<file path="src/logic/aio_pkg.sv">
// package: register map, reset values and timing constants for the advanced i/o block
package aio_pkg;
   // word offsets on the avalon-mm slave (byte addresses)
   localparam logic [5:0] OFF_GATE_CFG = 6'h00;
   localparam logic [5:0] OFF_DOOR_CFG = 6'h04;
   localparam logic [5:0] OFF_CNT_MAX = 6'h08;
   localparam logic [5:0] OFF_CNT_PRELOAD = 6'h0C;
   localparam logic [5:0] OFF_CNT_CTRL = 6'h10;
   localparam logic [5:0] OFF_STRIKE_TICKS = 6'h14;
   localparam logic [5:0] OFF_ALARM_TICKS = 6'h18;
   localparam logic [5:0] OFF_HELD_TICKS = 6'h1C;
   localparam logic [5:0] OFF_PULSE_TICKS = 6'h20;
   localparam logic [5:0] OFF_TICK_DIV = 6'h24;
   localparam logic [5:0] OFF_STATUS = 6'h28;
   localparam logic [5:0] OFF_COUNT = 6'h2C;
   // field positions
   localparam int DOOR_CFG_MODE_BIT = 0;
   localparam int DOOR_CFG_ENABLE_BIT = 1;
   localparam int DOOR_CFG_ALL_BIT = 2;
   localparam int DOOR_CFG_MASK_LSB = 8;
   localparam int CNT_CTRL_LOAD_BIT = 0;
   // reset values
   localparam logic [31:0] GATE_CFG_RST = 32'h0000_0000;
   localparam logic [31:0] DOOR_CFG_RST = 32'h0000_1F02;
   localparam logic [15:0] CNT_MAX_RST = 16'hFFFF;
   localparam logic [15:0] CNT_PRELOAD_RST = 16'h0000;
   localparam logic [15:0] DURATION_RST = 16'h0001;
   // timebase: one tick per millisecond by default at 40 mhz
   localparam int CLK_HZ = 40_000_000;
   localparam int TICK_US = 1000;
   localparam int TICK_CYCLES = (CLK_HZ / 1_000_000) * TICK_US;
   localparam logic [15:0] CNT_TOP = 16'hFFFF;
   localparam logic [31:0] UNMAPPED_READ = 32'h0000_0000;
endpackage

</file>
<file path="src/logic/aio_logic.sv">
// advanced i/o function blocks: gates, door interlock/man-trap, counter, exit door, one-shot
// Operation
// [RQ1] and output high only while every enabled input is high
// [RQ2] xor output high when enabled inputs differ, low when all equal
// [RQ3] nand output high when any enabled input is low
// [RQ4] interlock: idle unlocked; opened door stays low, others go high until closed
// [RQ5] interlock and man-trap handle at most five doors, one input and output each
// [RQ6] while one interlocked door is open, other doors stay locked
// [RQ7] door group has enable and activate-all inputs, each forceable by configuration
// [RQ8] man-trap: idle locked; reader grant unlocks that door, others held locked
// [RQ9] while one man-trap door is unlocked, other grants are ignored
// [RQ10] counter adds one on each rising up-count edge
// [RQ11] counter subtracts one on each rising down-count edge
// [RQ12] rising edge on counter reset clears count to zero
// [RQ13] nonzero output high whenever count is not zero
// [RQ14] limit output high whenever count reaches or exceeds maximum
// [RQ15] counter maximum 0 to 65535 and preload value are configurable
// [RQ16] exit request rising edge drives strike high for strike duration
// [RQ17] lock/unlock input holds strike high while active
// [RQ18] exit request during forced strike leaves strike unchanged
// [RQ19] contact held past alarm delay raises forced-open until contact drops
// [RQ20] contact pulse shorter than alarm delay is ignored
// [RQ21] held-open rises after strike time then door-open time expire
// [RQ22] one-shot output high for fixed duration on input rising edge
// [RQ23] all durations count ticks of a common timebase from the clock
// [RQ24] counter saturates at zero and at 65535
//
// The Avalon-MM interface to the registers and the placing of the registers were left to the implementer.
`timescale 1ns/10ps
`default_nettype none
module aio_logic #(
   parameter int N_GATE = 7,
   parameter int N_DOOR = 5,
   parameter int TICK_DIV_RST = aio_pkg::TICK_CYCLES
) (
   input wire logic clk,
   input wire logic rst_n,
   input wire logic [5:0] avs_address,
   input wire logic avs_read,
   input wire logic avs_write,
   input wire logic [31:0] avs_writedata,
   input wire logic [3:0] avs_byteenable,
   output logic [31:0] avs_readdata,
   output logic avs_waitrequest,
   input wire logic [N_GATE-1:0] gate_in,
   output logic and_out,
   output logic xor_out,
   output logic nand_out,
   input wire logic [N_DOOR-1:0] door_in,
   input wire logic door_enable,
   input wire logic door_all,
   output logic [N_DOOR-1:0] door_lock,
   input wire logic cnt_up,
   input wire logic cnt_down,
   input wire logic cnt_clear,
   output logic cnt_nonzero,
   output logic cnt_at_max,
   input wire logic exit_request,
   input wire logic exit_hold,
   input wire logic exit_contact,
   output logic exit_strike,
   output logic exit_forced,
   output logic exit_held,
   input wire logic pulse_in,
   output logic pulse_out
);
   typedef enum logic [1:0] {EX_IDLE, EX_STRIKE, EX_OPEN, EX_HELD} exit_state_t;

   // config registers
   logic [31:0] gate_cfg;
   logic [31:0] door_cfg;
   logic [15:0] cnt_max;
   logic [15:0] cnt_preload;
   logic [15:0] strike_ticks;
   logic [15:0] alarm_ticks;
   logic [15:0] held_ticks;
   logic [15:0] pulse_ticks;
   logic [31:0] tick_div;
   logic load_req;
   // state
   logic [31:0] tick_cnt;
   logic tick;
   logic [N_DOOR-1:0] door_q;
   logic [N_DOOR-1:0] owner;
   logic [15:0] count;
   logic up_q, down_q, clr_q, req_q, contact_q, pin_q;
   exit_state_t ex_state;
   logic [15:0] ex_timer;
   logic [15:0] alarm_timer;
   logic [15:0] pulse_timer;

   // byte-lane merge, used by every writable register
   function automatic logic [31:0] merge(input logic [31:0] old, input logic [31:0] wd,
                                         input logic [3:0] be);
      logic [31:0] r;
      r = old;
      for (int i = 0; i < 4; i++) begin
         if (be[i]) begin
            r[8*i +: 8] = wd[8*i +: 8];
         end
      end
      return r;
   endfunction

   // 16-bit registers keep only the low half, upper lanes are dropped on purpose
   function automatic logic [15:0] merge16(input logic [15:0] old, input logic [31:0] wd,
                                           input logic [3:0] be);
      logic [31:0] r;
      r = merge({16'h0000, old}, wd, be);
      return r[15:0];
   endfunction

   // one-cycle answer: waitrequest low in the cycle after a request is seen
   wire bus_req = (avs_read | avs_write) & avs_waitrequest;
   wire wr_go = avs_write & ~avs_waitrequest;
   wire wr_gate = wr_go && avs_address == aio_pkg::OFF_GATE_CFG;
   wire wr_door = wr_go && avs_address == aio_pkg::OFF_DOOR_CFG;
   wire wr_max = wr_go && avs_address == aio_pkg::OFF_CNT_MAX;
   wire wr_pre = wr_go && avs_address == aio_pkg::OFF_CNT_PRELOAD;
   wire wr_ctrl = wr_go && avs_address == aio_pkg::OFF_CNT_CTRL;
   wire wr_strike = wr_go && avs_address == aio_pkg::OFF_STRIKE_TICKS;
   wire wr_alarm = wr_go && avs_address == aio_pkg::OFF_ALARM_TICKS;
   wire wr_held = wr_go && avs_address == aio_pkg::OFF_HELD_TICKS;
   wire wr_pulse = wr_go && avs_address == aio_pkg::OFF_PULSE_TICKS;
   wire wr_div = wr_go && avs_address == aio_pkg::OFF_TICK_DIV;
   wire [31:0] wd_m = avs_writedata;

   // read mux, unmapped addresses read zero
   logic [31:0] next_readdata;
   always_comb begin
      unique case (avs_address)
         aio_pkg::OFF_GATE_CFG: next_readdata = gate_cfg;
         aio_pkg::OFF_DOOR_CFG: next_readdata = door_cfg;
         aio_pkg::OFF_CNT_MAX: next_readdata = {16'h0000, cnt_max};
         aio_pkg::OFF_CNT_PRELOAD: next_readdata = {16'h0000, cnt_preload};
         aio_pkg::OFF_STRIKE_TICKS: next_readdata = {16'h0000, strike_ticks};
         aio_pkg::OFF_ALARM_TICKS: next_readdata = {16'h0000, alarm_ticks};
         aio_pkg::OFF_HELD_TICKS: next_readdata = {16'h0000, held_ticks};
         aio_pkg::OFF_PULSE_TICKS: next_readdata = {16'h0000, pulse_ticks};
         aio_pkg::OFF_TICK_DIV: next_readdata = tick_div;
         aio_pkg::OFF_STATUS: next_readdata = {16'h0000, 3'b000, pulse_out, exit_held,
            exit_forced, exit_strike, cnt_at_max, cnt_nonzero, xor_out, nand_out, and_out,
            ex_state == EX_IDLE, door_lock[2:0]};
         aio_pkg::OFF_COUNT: next_readdata = {16'h0000, count};
         default: next_readdata = aio_pkg::UNMAPPED_READ;
      endcase
   end

   // bus handshake
   always_ff @(posedge clk or negedge rst_n) begin
      if (!rst_n) begin
         avs_waitrequest <= 1'b1;
         avs_readdata <= 32'h0000_0000;
      end else begin
         avs_waitrequest <= ~bus_req;
         if (bus_req && avs_read) begin
            avs_readdata <= next_readdata;
         end
      end
   end

   // configuration registers
   always_ff @(posedge clk or negedge rst_n) begin
      if (!rst_n) begin
         gate_cfg <= aio_pkg::GATE_CFG_RST;
         door_cfg <= aio_pkg::DOOR_CFG_RST;
         cnt_max <= aio_pkg::CNT_MAX_RST;
         cnt_preload <= aio_pkg::CNT_PRELOAD_RST;
         strike_ticks <= aio_pkg::DURATION_RST;
         alarm_ticks <= aio_pkg::DURATION_RST;
         held_ticks <= aio_pkg::DURATION_RST;
         pulse_ticks <= aio_pkg::DURATION_RST;
         tick_div <= 32'(TICK_DIV_RST);
      end else begin
         if (wr_gate) begin
            gate_cfg <= merge(gate_cfg, wd_m, avs_byteenable);
         end
         if (wr_door) begin
            door_cfg <= merge(door_cfg, wd_m, avs_byteenable);
         end
         if (wr_max) begin
            cnt_max <= merge16(cnt_max, wd_m, avs_byteenable); // [RQ15]
         end
         if (wr_pre) begin
            cnt_preload <= merge16(cnt_preload, wd_m, avs_byteenable);
         end
         if (wr_strike) begin
            strike_ticks <= merge16(strike_ticks, wd_m, avs_byteenable);
         end
         if (wr_alarm) begin
            alarm_ticks <= merge16(alarm_ticks, wd_m, avs_byteenable);
         end
         if (wr_held) begin
            held_ticks <= merge16(held_ticks, wd_m, avs_byteenable);
         end
         if (wr_pulse) begin
            pulse_ticks <= merge16(pulse_ticks, wd_m, avs_byteenable);
         end
         if (wr_div) begin
            tick_div <= merge(tick_div, wd_m, avs_byteenable);
         end
      end
   end
   assign load_req = wr_ctrl & avs_byteenable[0] & wd_m[aio_pkg::CNT_CTRL_LOAD_BIT];

   // common timebase, one-cycle tick every tick_div cycles
   // wrap test shared by the tick flop and the divider counter
   wire [31:0] tick_inc = tick_cnt + 32'h0000_0001;
   wire tick_wrap = tick_inc >= tick_div;
   always_ff @(posedge clk or negedge rst_n) begin
      if (!rst_n) begin
         tick_cnt <= 32'h0000_0000;
         tick <= 1'b0;
      end else begin
         tick <= tick_wrap; // [RQ23]
         tick_cnt <= tick_wrap ? 32'h0000_0000 : tick_inc;
      end
   end

   // gates: gate_cfg[6:0] selects inputs; unselected inputs are neutral
   wire [N_GATE-1:0] gate_en = gate_cfg[N_GATE-1:0];
   wire [N_GATE-1:0] gate_act = gate_in & gate_en;
   wire all_high = ((gate_in | ~gate_en) == {N_GATE{1'b1}}) && (gate_en != '0);
   wire all_low = (gate_act == '0);
   always_ff @(posedge clk or negedge rst_n) begin
      if (!rst_n) begin
         and_out <= 1'b0;
         xor_out <= 1'b0;
         nand_out <= 1'b0;
      end else begin
         and_out <= all_high; // [RQ1]
         xor_out <= (gate_en != '0) & ~all_high & ~all_low; // [RQ2]
         nand_out <= (gate_en != '0) & ~all_high; // [RQ3]
      end
   end

   // door group: mode 0 interlock (contacts), mode 1 man-trap (reader grants)
   wire mantrap = door_cfg[aio_pkg::DOOR_CFG_MODE_BIT];
   wire grp_en = door_cfg[aio_pkg::DOOR_CFG_ENABLE_BIT] | door_enable; // [RQ7]
   wire grp_all = door_cfg[aio_pkg::DOOR_CFG_ALL_BIT] | door_all; // [RQ7]
   wire [N_DOOR-1:0] door_used = door_cfg[aio_pkg::DOOR_CFG_MASK_LSB +: N_DOOR]; // [RQ5]
   wire [N_DOOR-1:0] door_rise = door_in & ~door_q & door_used;
   // lowest-numbered door wins simultaneous edges
   wire [N_DOOR-1:0] first_rise = door_rise & (~door_rise + N_DOOR'(1));
   // interlock owner releases on contact close; man-trap owner on grant drop
   wire owner_done = (owner & door_in) == '0;
   wire [N_DOOR-1:0] next_owner = !grp_en ? '0
      : (owner != '0) ? (owner_done ? '0 : owner) // [RQ6] [RQ9]
      : first_rise; // [RQ4] [RQ8]
   wire [N_DOOR-1:0] idle_lock = mantrap ? door_used : '0;
   always_ff @(posedge clk or negedge rst_n) begin
      if (!rst_n) begin
         door_q <= '0;
         owner <= '0;
         door_lock <= '0;
      end else begin
         door_q <= door_in;
         owner <= next_owner;
         door_lock <= grp_all ? door_used
            : (next_owner != '0) ? (door_used & ~next_owner) : idle_lock; // [RQ4] [RQ8]
      end
   end

   // up/down counter with saturation
   wire up_e = cnt_up & ~up_q;
   wire down_e = cnt_down & ~down_q;
   wire clr_e = cnt_clear & ~clr_q;
   logic [15:0] next_count;
   always_comb begin
      next_count = count;
      if (clr_e) begin
         next_count = 16'h0000; // [RQ12]
      end else if (load_req) begin
         next_count = cnt_preload; // [RQ15]
      end else if (up_e && !down_e && count != aio_pkg::CNT_TOP) begin
         next_count = count + 16'h0001; // [RQ10] [RQ24]
      end else if (down_e && !up_e && count != 16'h0000) begin
         next_count = count - 16'h0001; // [RQ11] [RQ24]
      end
   end
   always_ff @(posedge clk or negedge rst_n) begin
      if (!rst_n) begin
         {up_q, down_q, clr_q} <= 3'b000;
         count <= aio_pkg::CNT_PRELOAD_RST;
         cnt_nonzero <= 1'b0;
         cnt_at_max <= 1'b0;
      end else begin
         {up_q, down_q, clr_q} <= {cnt_up, cnt_down, cnt_clear};
         count <= next_count;
         cnt_nonzero <= next_count != 16'h0000; // [RQ13]
         cnt_at_max <= next_count >= cnt_max; // [RQ14]
      end
   end

   // exit door: strike timer then door-open timer ahead of held-open alarm
   wire req_e = exit_request & ~req_q;
   wire ex_expired = tick && ex_timer <= 16'h0001;
   exit_state_t next_ex;
   logic [15:0] next_ex_timer;
   always_comb begin
      next_ex = ex_state;
      next_ex_timer = (tick && ex_timer != 16'h0000) ? ex_timer - 16'h0001 : ex_timer;
      unique case (ex_state)
         EX_IDLE: begin
            if (req_e && !exit_hold) begin // [RQ16] [RQ18]
               next_ex = EX_STRIKE;
               next_ex_timer = strike_ticks;
            end
         end
         EX_STRIKE: begin
            if (ex_expired) begin
               next_ex = EX_OPEN;
               next_ex_timer = held_ticks;
            end
         end
         EX_OPEN: begin
            if (!exit_contact && ex_expired) begin
               next_ex = EX_IDLE;
            end else if (ex_expired) begin
               next_ex = EX_HELD; // [RQ21]
            end
         end
         EX_HELD: begin
            if (!exit_contact) begin
               next_ex = EX_IDLE;
            end
         end
      endcase
   end
   // forced-open delay counts only while contact stays high
   wire contact_rise = exit_contact & ~contact_q;
   always_ff @(posedge clk or negedge rst_n) begin
      if (!rst_n) begin
         {req_q, contact_q} <= 2'b00;
         ex_state <= EX_IDLE;
         ex_timer <= 16'h0000;
         alarm_timer <= 16'h0000;
         exit_strike <= 1'b0;
         exit_forced <= 1'b0;
         exit_held <= 1'b0;
      end else begin
         {req_q, contact_q} <= {exit_request, exit_contact};
         ex_state <= next_ex;
         ex_timer <= next_ex_timer;
         exit_strike <= exit_hold | (next_ex == EX_STRIKE); // [RQ16] [RQ17]
         exit_held <= next_ex == EX_HELD; // [RQ21]
         if (!exit_contact) begin
            alarm_timer <= 16'h0000; // [RQ20]
            exit_forced <= 1'b0;
         end else if (contact_rise) begin
            alarm_timer <= alarm_ticks;
         end else if (tick && alarm_timer != 16'h0000) begin
            alarm_timer <= alarm_timer - 16'h0001;
            if (alarm_timer == 16'h0001) exit_forced <= 1'b1; // [RQ19]
         end
      end
   end

   // one-shot: retrigger ignored while running
   always_ff @(posedge clk or negedge rst_n) begin
      if (!rst_n) begin
         pin_q <= 1'b0;
         pulse_timer <= 16'h0000;
         pulse_out <= 1'b0;
      end else begin
         pin_q <= pulse_in;
         if (pulse_in && !pin_q && pulse_timer == 16'h0000) begin
            pulse_timer <= pulse_ticks; // [RQ22]
            pulse_out <= pulse_ticks != 16'h0000;
         end else if (tick && pulse_timer != 16'h0000) begin
            pulse_timer <= pulse_timer - 16'h0001; // [RQ23]
            pulse_out <= pulse_timer != 16'h0001;
         end
      end
   end
endmodule
`default_nettype wire

</file>
<file path="config.mk">
export PLATFORM = sky130hd
export DESIGN_NAME = aio_logic
export DESIGN_NICKNAME = d
export VERILOG_FILES = /design/src/logic/aio_pkg.sv /design/src/logic/aio_logic.sv
export SDC_FILE = /design/constraint.sdc
export NUM_CORES = 1
export LEC_CHECK = 0
export BUFFER_PORTS_ARGS = -buffer_cell sky130_fd_sc_hd__buf_4
export CAP_MARGIN = 40
export CORE_MARGIN = 2
export CORE_UTILIZATION = 35
export CTS_BUF_LIST = sky130_fd_sc_hd__clkbuf_2
export CTS_CLUSTER_DIAMETER = 150
export DETAILED_ROUTE_END_ITERATION = 10
export PLACE_DENSITY = 0.57
export RECOVER_POWER = 50
export SYNTH_ARGS = -nofsm -noshare
export SYNTH_HDL_FRONTEND = slang
export SYNTH_SLANG_ARGS = --single-unit
</file>
<file path="constraint.sdc">
create_clock -name clk -period 3.4 [get_ports clk]
set_input_delay 0.17 -clock clk [delete_from_list [all_inputs] [get_ports clk]]
set_output_delay 0.17 -clock clk [all_outputs]
set_load 0.03 [all_outputs]
</file>
==> impl_results.md <==
* Post-Syn Area at 18300 um^2
* Skew final at 0.0818 ns
* First-pass GRT wire length at 98.4 mm
* Number of distinct library cells after synthesis at 75
* Dpl cells at 2587
* Worst Max-Slew Pin Slew at 1.79 ns
* Top routing layer in use: met4
* Post-DP HPWL at 43.8 mm
* Clock root cell: clkbuf_2
* Io pins at 114
* Crit path time final at 3.42 ns
* Avg Cell Area, Syn at 10.4 um^2
* Pwr Density at 431 nW/um^2
* Vias in the first global route at 16800
* Pleak at 0.0114 uW
* Fmax at 0.292 GHz
* Die width at 233 um
* Async SR Flop Fraction at 100%
* Crit Path Max Fanout at 6
* Fraction of layout cells with a size suffix above 1 at 31.0%
* Routed len/inst at 21.7 um
* Pins over their slew limit at 177
* Congestion Overflow GR at 0
* Drt first-iter violations at 1508
* CTS H-tree lvls at 3
* RSZ-0062 raised after global routing: true
* Setup TNS at -0.0480 ns
* Routed wire length at 64.5 mm
* Largest net degree at the start of global routing at 84
* Worst setup SP type: flip-flop
* #FFs+latches synth at 354
* Final setup viols at 4
* Fin. Hold Viols at 0
* Synth Net Count at 1888
* CTS tree: built
* Gate Count Post-Synth at 1763
* Worst setup EP type: flip-flop
* Nets at 2346
* Final Cycle Share at 101%
* Initial antenna violation count at 5
* Required @ worst endpoint at 4.39 ns
* PnR worst setup slack at -0.0231 ns
* Hold Crit Class: input pin to flip-flop
* Clk pin slew, worst setup/hold paths at 0.12 ns
* Max_cap viols at 3
* Final GP Congestion at 0.965
* Antenna-violating nets left at 0
* Fin cells at 2980
* Residual DRC count at 0
* Crit path kind: flip-flop to flip-flop
* WL met3 at 5.50 mm
* Peak supply drop at 0.229 mV
* Core Rows at 83
* Area growth syn-to-layout at 31.8%
* Core box area at 51500 um^2
* Metal2 WL at 29.2 mm
* Port-buffer cells at 113
* Clock Path Buffers at 3
* Sequential share of the synthesized area at 48.5%
* Die Y at 233 um
* Failing checks: max-capacitance violations, max-slew violations, negative setup slack
* Clk_lat worst skew at 1.09 ns
* Global-route usage over all layers at 24.0%
* Total die area at 54200 um^2
* Status: finished with violations
* Yosys warning count at 0
* CTS Sinks at 354
* Slew margin rel. at -19.2%
* Clock buffer count from CTS at 97
* Post-synth EDFFs at 0
* Ys flop type: dfrtp_1
* Pre-antenna DRT Iters at 8
* DRT met1 WL at 27.2 mm
* Starting Density at 35.6%
* Vias per cell at 5.49
* Crit path DAT at 4.42 ns
* Vias at 16400
==> logic make-up after synthesis <==
group           after synthesis  synth area share (%)
buf+inv                     169                  3.69
simple gates                537                  15.2
mux                         169                  10.5
flops                       354                  48.5
fa+ha+maj                    58                  3.96
xor+xnor                     67                  3.20
compound gates              409                  15.0
==> cell usage after synthesis, drive strengths merged (28+ instances only) <==
master / count / share of area (%)
xor2: 28 / 1.3
nand2: 175 / 3.6
nand3: 46 / 1.3
dfrtp: 322 / 44
xnor2: 39 / 1.9
nor3: 39 / 1.2
a21o: 31 / 1.3
dfstp: 32 / 4.6
ha: 58 / 4.0
mux2: 160 / 9.8
clkbuf: 71 / 1.5
nor3b: 32 / 1.3
a22oi: 54 / 2.2
nor2: 100 / 2.1
inv: 77 / 1.6
o21ai: 133 / 3.6
a21oi: 45 / 1.3
==> through the flow <==
step	hold WS, ns	worst slack (ns)	cell area, um^2	utilization, %	total power (uW)
finish	0.155	-0.0231	24200	46.9	10400
global placement	0.270	-0.217	20700	40.2	7100
floorplan	-0.126	-0.0523	18400	-	6060
detailed placement	0.284	-0.299	20700	40.3	7110
CTS	0.0180	-0.00351	23900	46.5	10500
global route	0.115	-0.178	24200	46.9	11000
==> power breakdown <==
group	internal (uW)	switching, uW
Combinational	1180	1360
Sequential	4490	332
Clock	1150	1910
==> cell type report <==
type                    count  area, um^2
fillers                  4894       27400
multi-input cells        1240        9300
flip-flops and latches    354        8900
repair buffers            451        3940
well taps                 680         851
clock buffers             146         731
inverters                  77         292
clock inverters            31         131
diodes                      1        2.50
==> worst max-delay path, stage by stage (launching register included) <==
cell and delay, ns:
dfrtp_1 0.37, and3_4 0.19, and3_4 0.19, nand3_2 0.08
or2_4 0.26, nor2_4 0.11, xor2_2 0.15, ha_1 0.26
a21o_1 0.20, a21oi_2 0.11, nor2b_1 0.05, o211ai_1 0.20
a31oi_2 0.14, a2111oi_4 0.38, o41ai_4 0.14, buf_4 0.18
clkbuf_16 0.16, nor3b_2 0.16
==> final timing paths <==
kind                                 start              end  slack (ns)  cells after the start
max                            tick_cnt[8]     tick_cnt[20]       -0.02                     17
min                             door_in[3]         owner[3]        0.16                      6
max reg2reg                    tick_cnt[8]     tick_cnt[20]       -0.02                     17
min reg2reg                pulse_timer[11]  pulse_timer[11]        0.49                      1
max in group asynchronous            rst_n     tick_cnt[16]        0.46                      4
min in group asynchronous            rst_n       cnt_max[0]        0.92                      3
==> metal layers <==
layer  global-route usage (%)  vias to the layer above
met2                     36.5                      690
li1                         -                     7428
met5                        0                        -
met3                     6.10                      155
met4                     12.1                        0
met1                     31.5                     8090
==> flip-flops by register name, summed over array words and instances (netlist names), 2 cells and up <==
register / count
avs_readdata: 32
door_cfg: 32
gate_cfg: 32
tick_cnt: 32
tick_div: 32
alarm_ticks: 16
alarm_timer: 16
cnt_max: 16
cnt_preload: 16
count: 16
ex_timer: 16
held_ticks: 16
pulse_ticks: 16
pulse_timer: 16
strike_ticks: 16
door_lock: 5
door_q: 5
owner: 5
ex_state: 2
==> timing repair <==
action	4_1_cts	5_1_grt
gates resized for setup	61	46
hold endpoints to repair	648	0
setup endpoints to repair	34	38
pin swaps	43	36
hold buffers	186	0
cloned	1	1
buffers inserted	20	13
==> cell usage in the layout (no fill, tap or decap), types with 11 or more instances in the layout <==
cell	netlist	layout
nand3_1	46	39
inv_1	77	75
a211oi_1	21	17
nor3b_2	0	24
dfstp_2	32	32
a31oi_1	17	16
xor2_1	28	26
o22ai_1	14	14
clkinv_1	0	24
nand4_1	26	26
nor3_1	35	30
dfrtp_1	322	320
o21ai_0	132	131
a21o_1	31	31
a22oi_1	54	54
nand2b_1	18	17
a21oi_1	44	41
nand2_1	175	172
nor4_1	17	16
and3_1	16	13
xnor2_1	39	33
a222oi_1	24	24
mux2_2	160	160
clkbuf_2	0	147
a221oi_1	12	12
nor2_1	99	87
buf_4	2	235
dlygate4sd3_1	0	185
ha_1	58	54
clkbuf_1	71	11
Note: power is estimated with default switching activity, not from simulation.
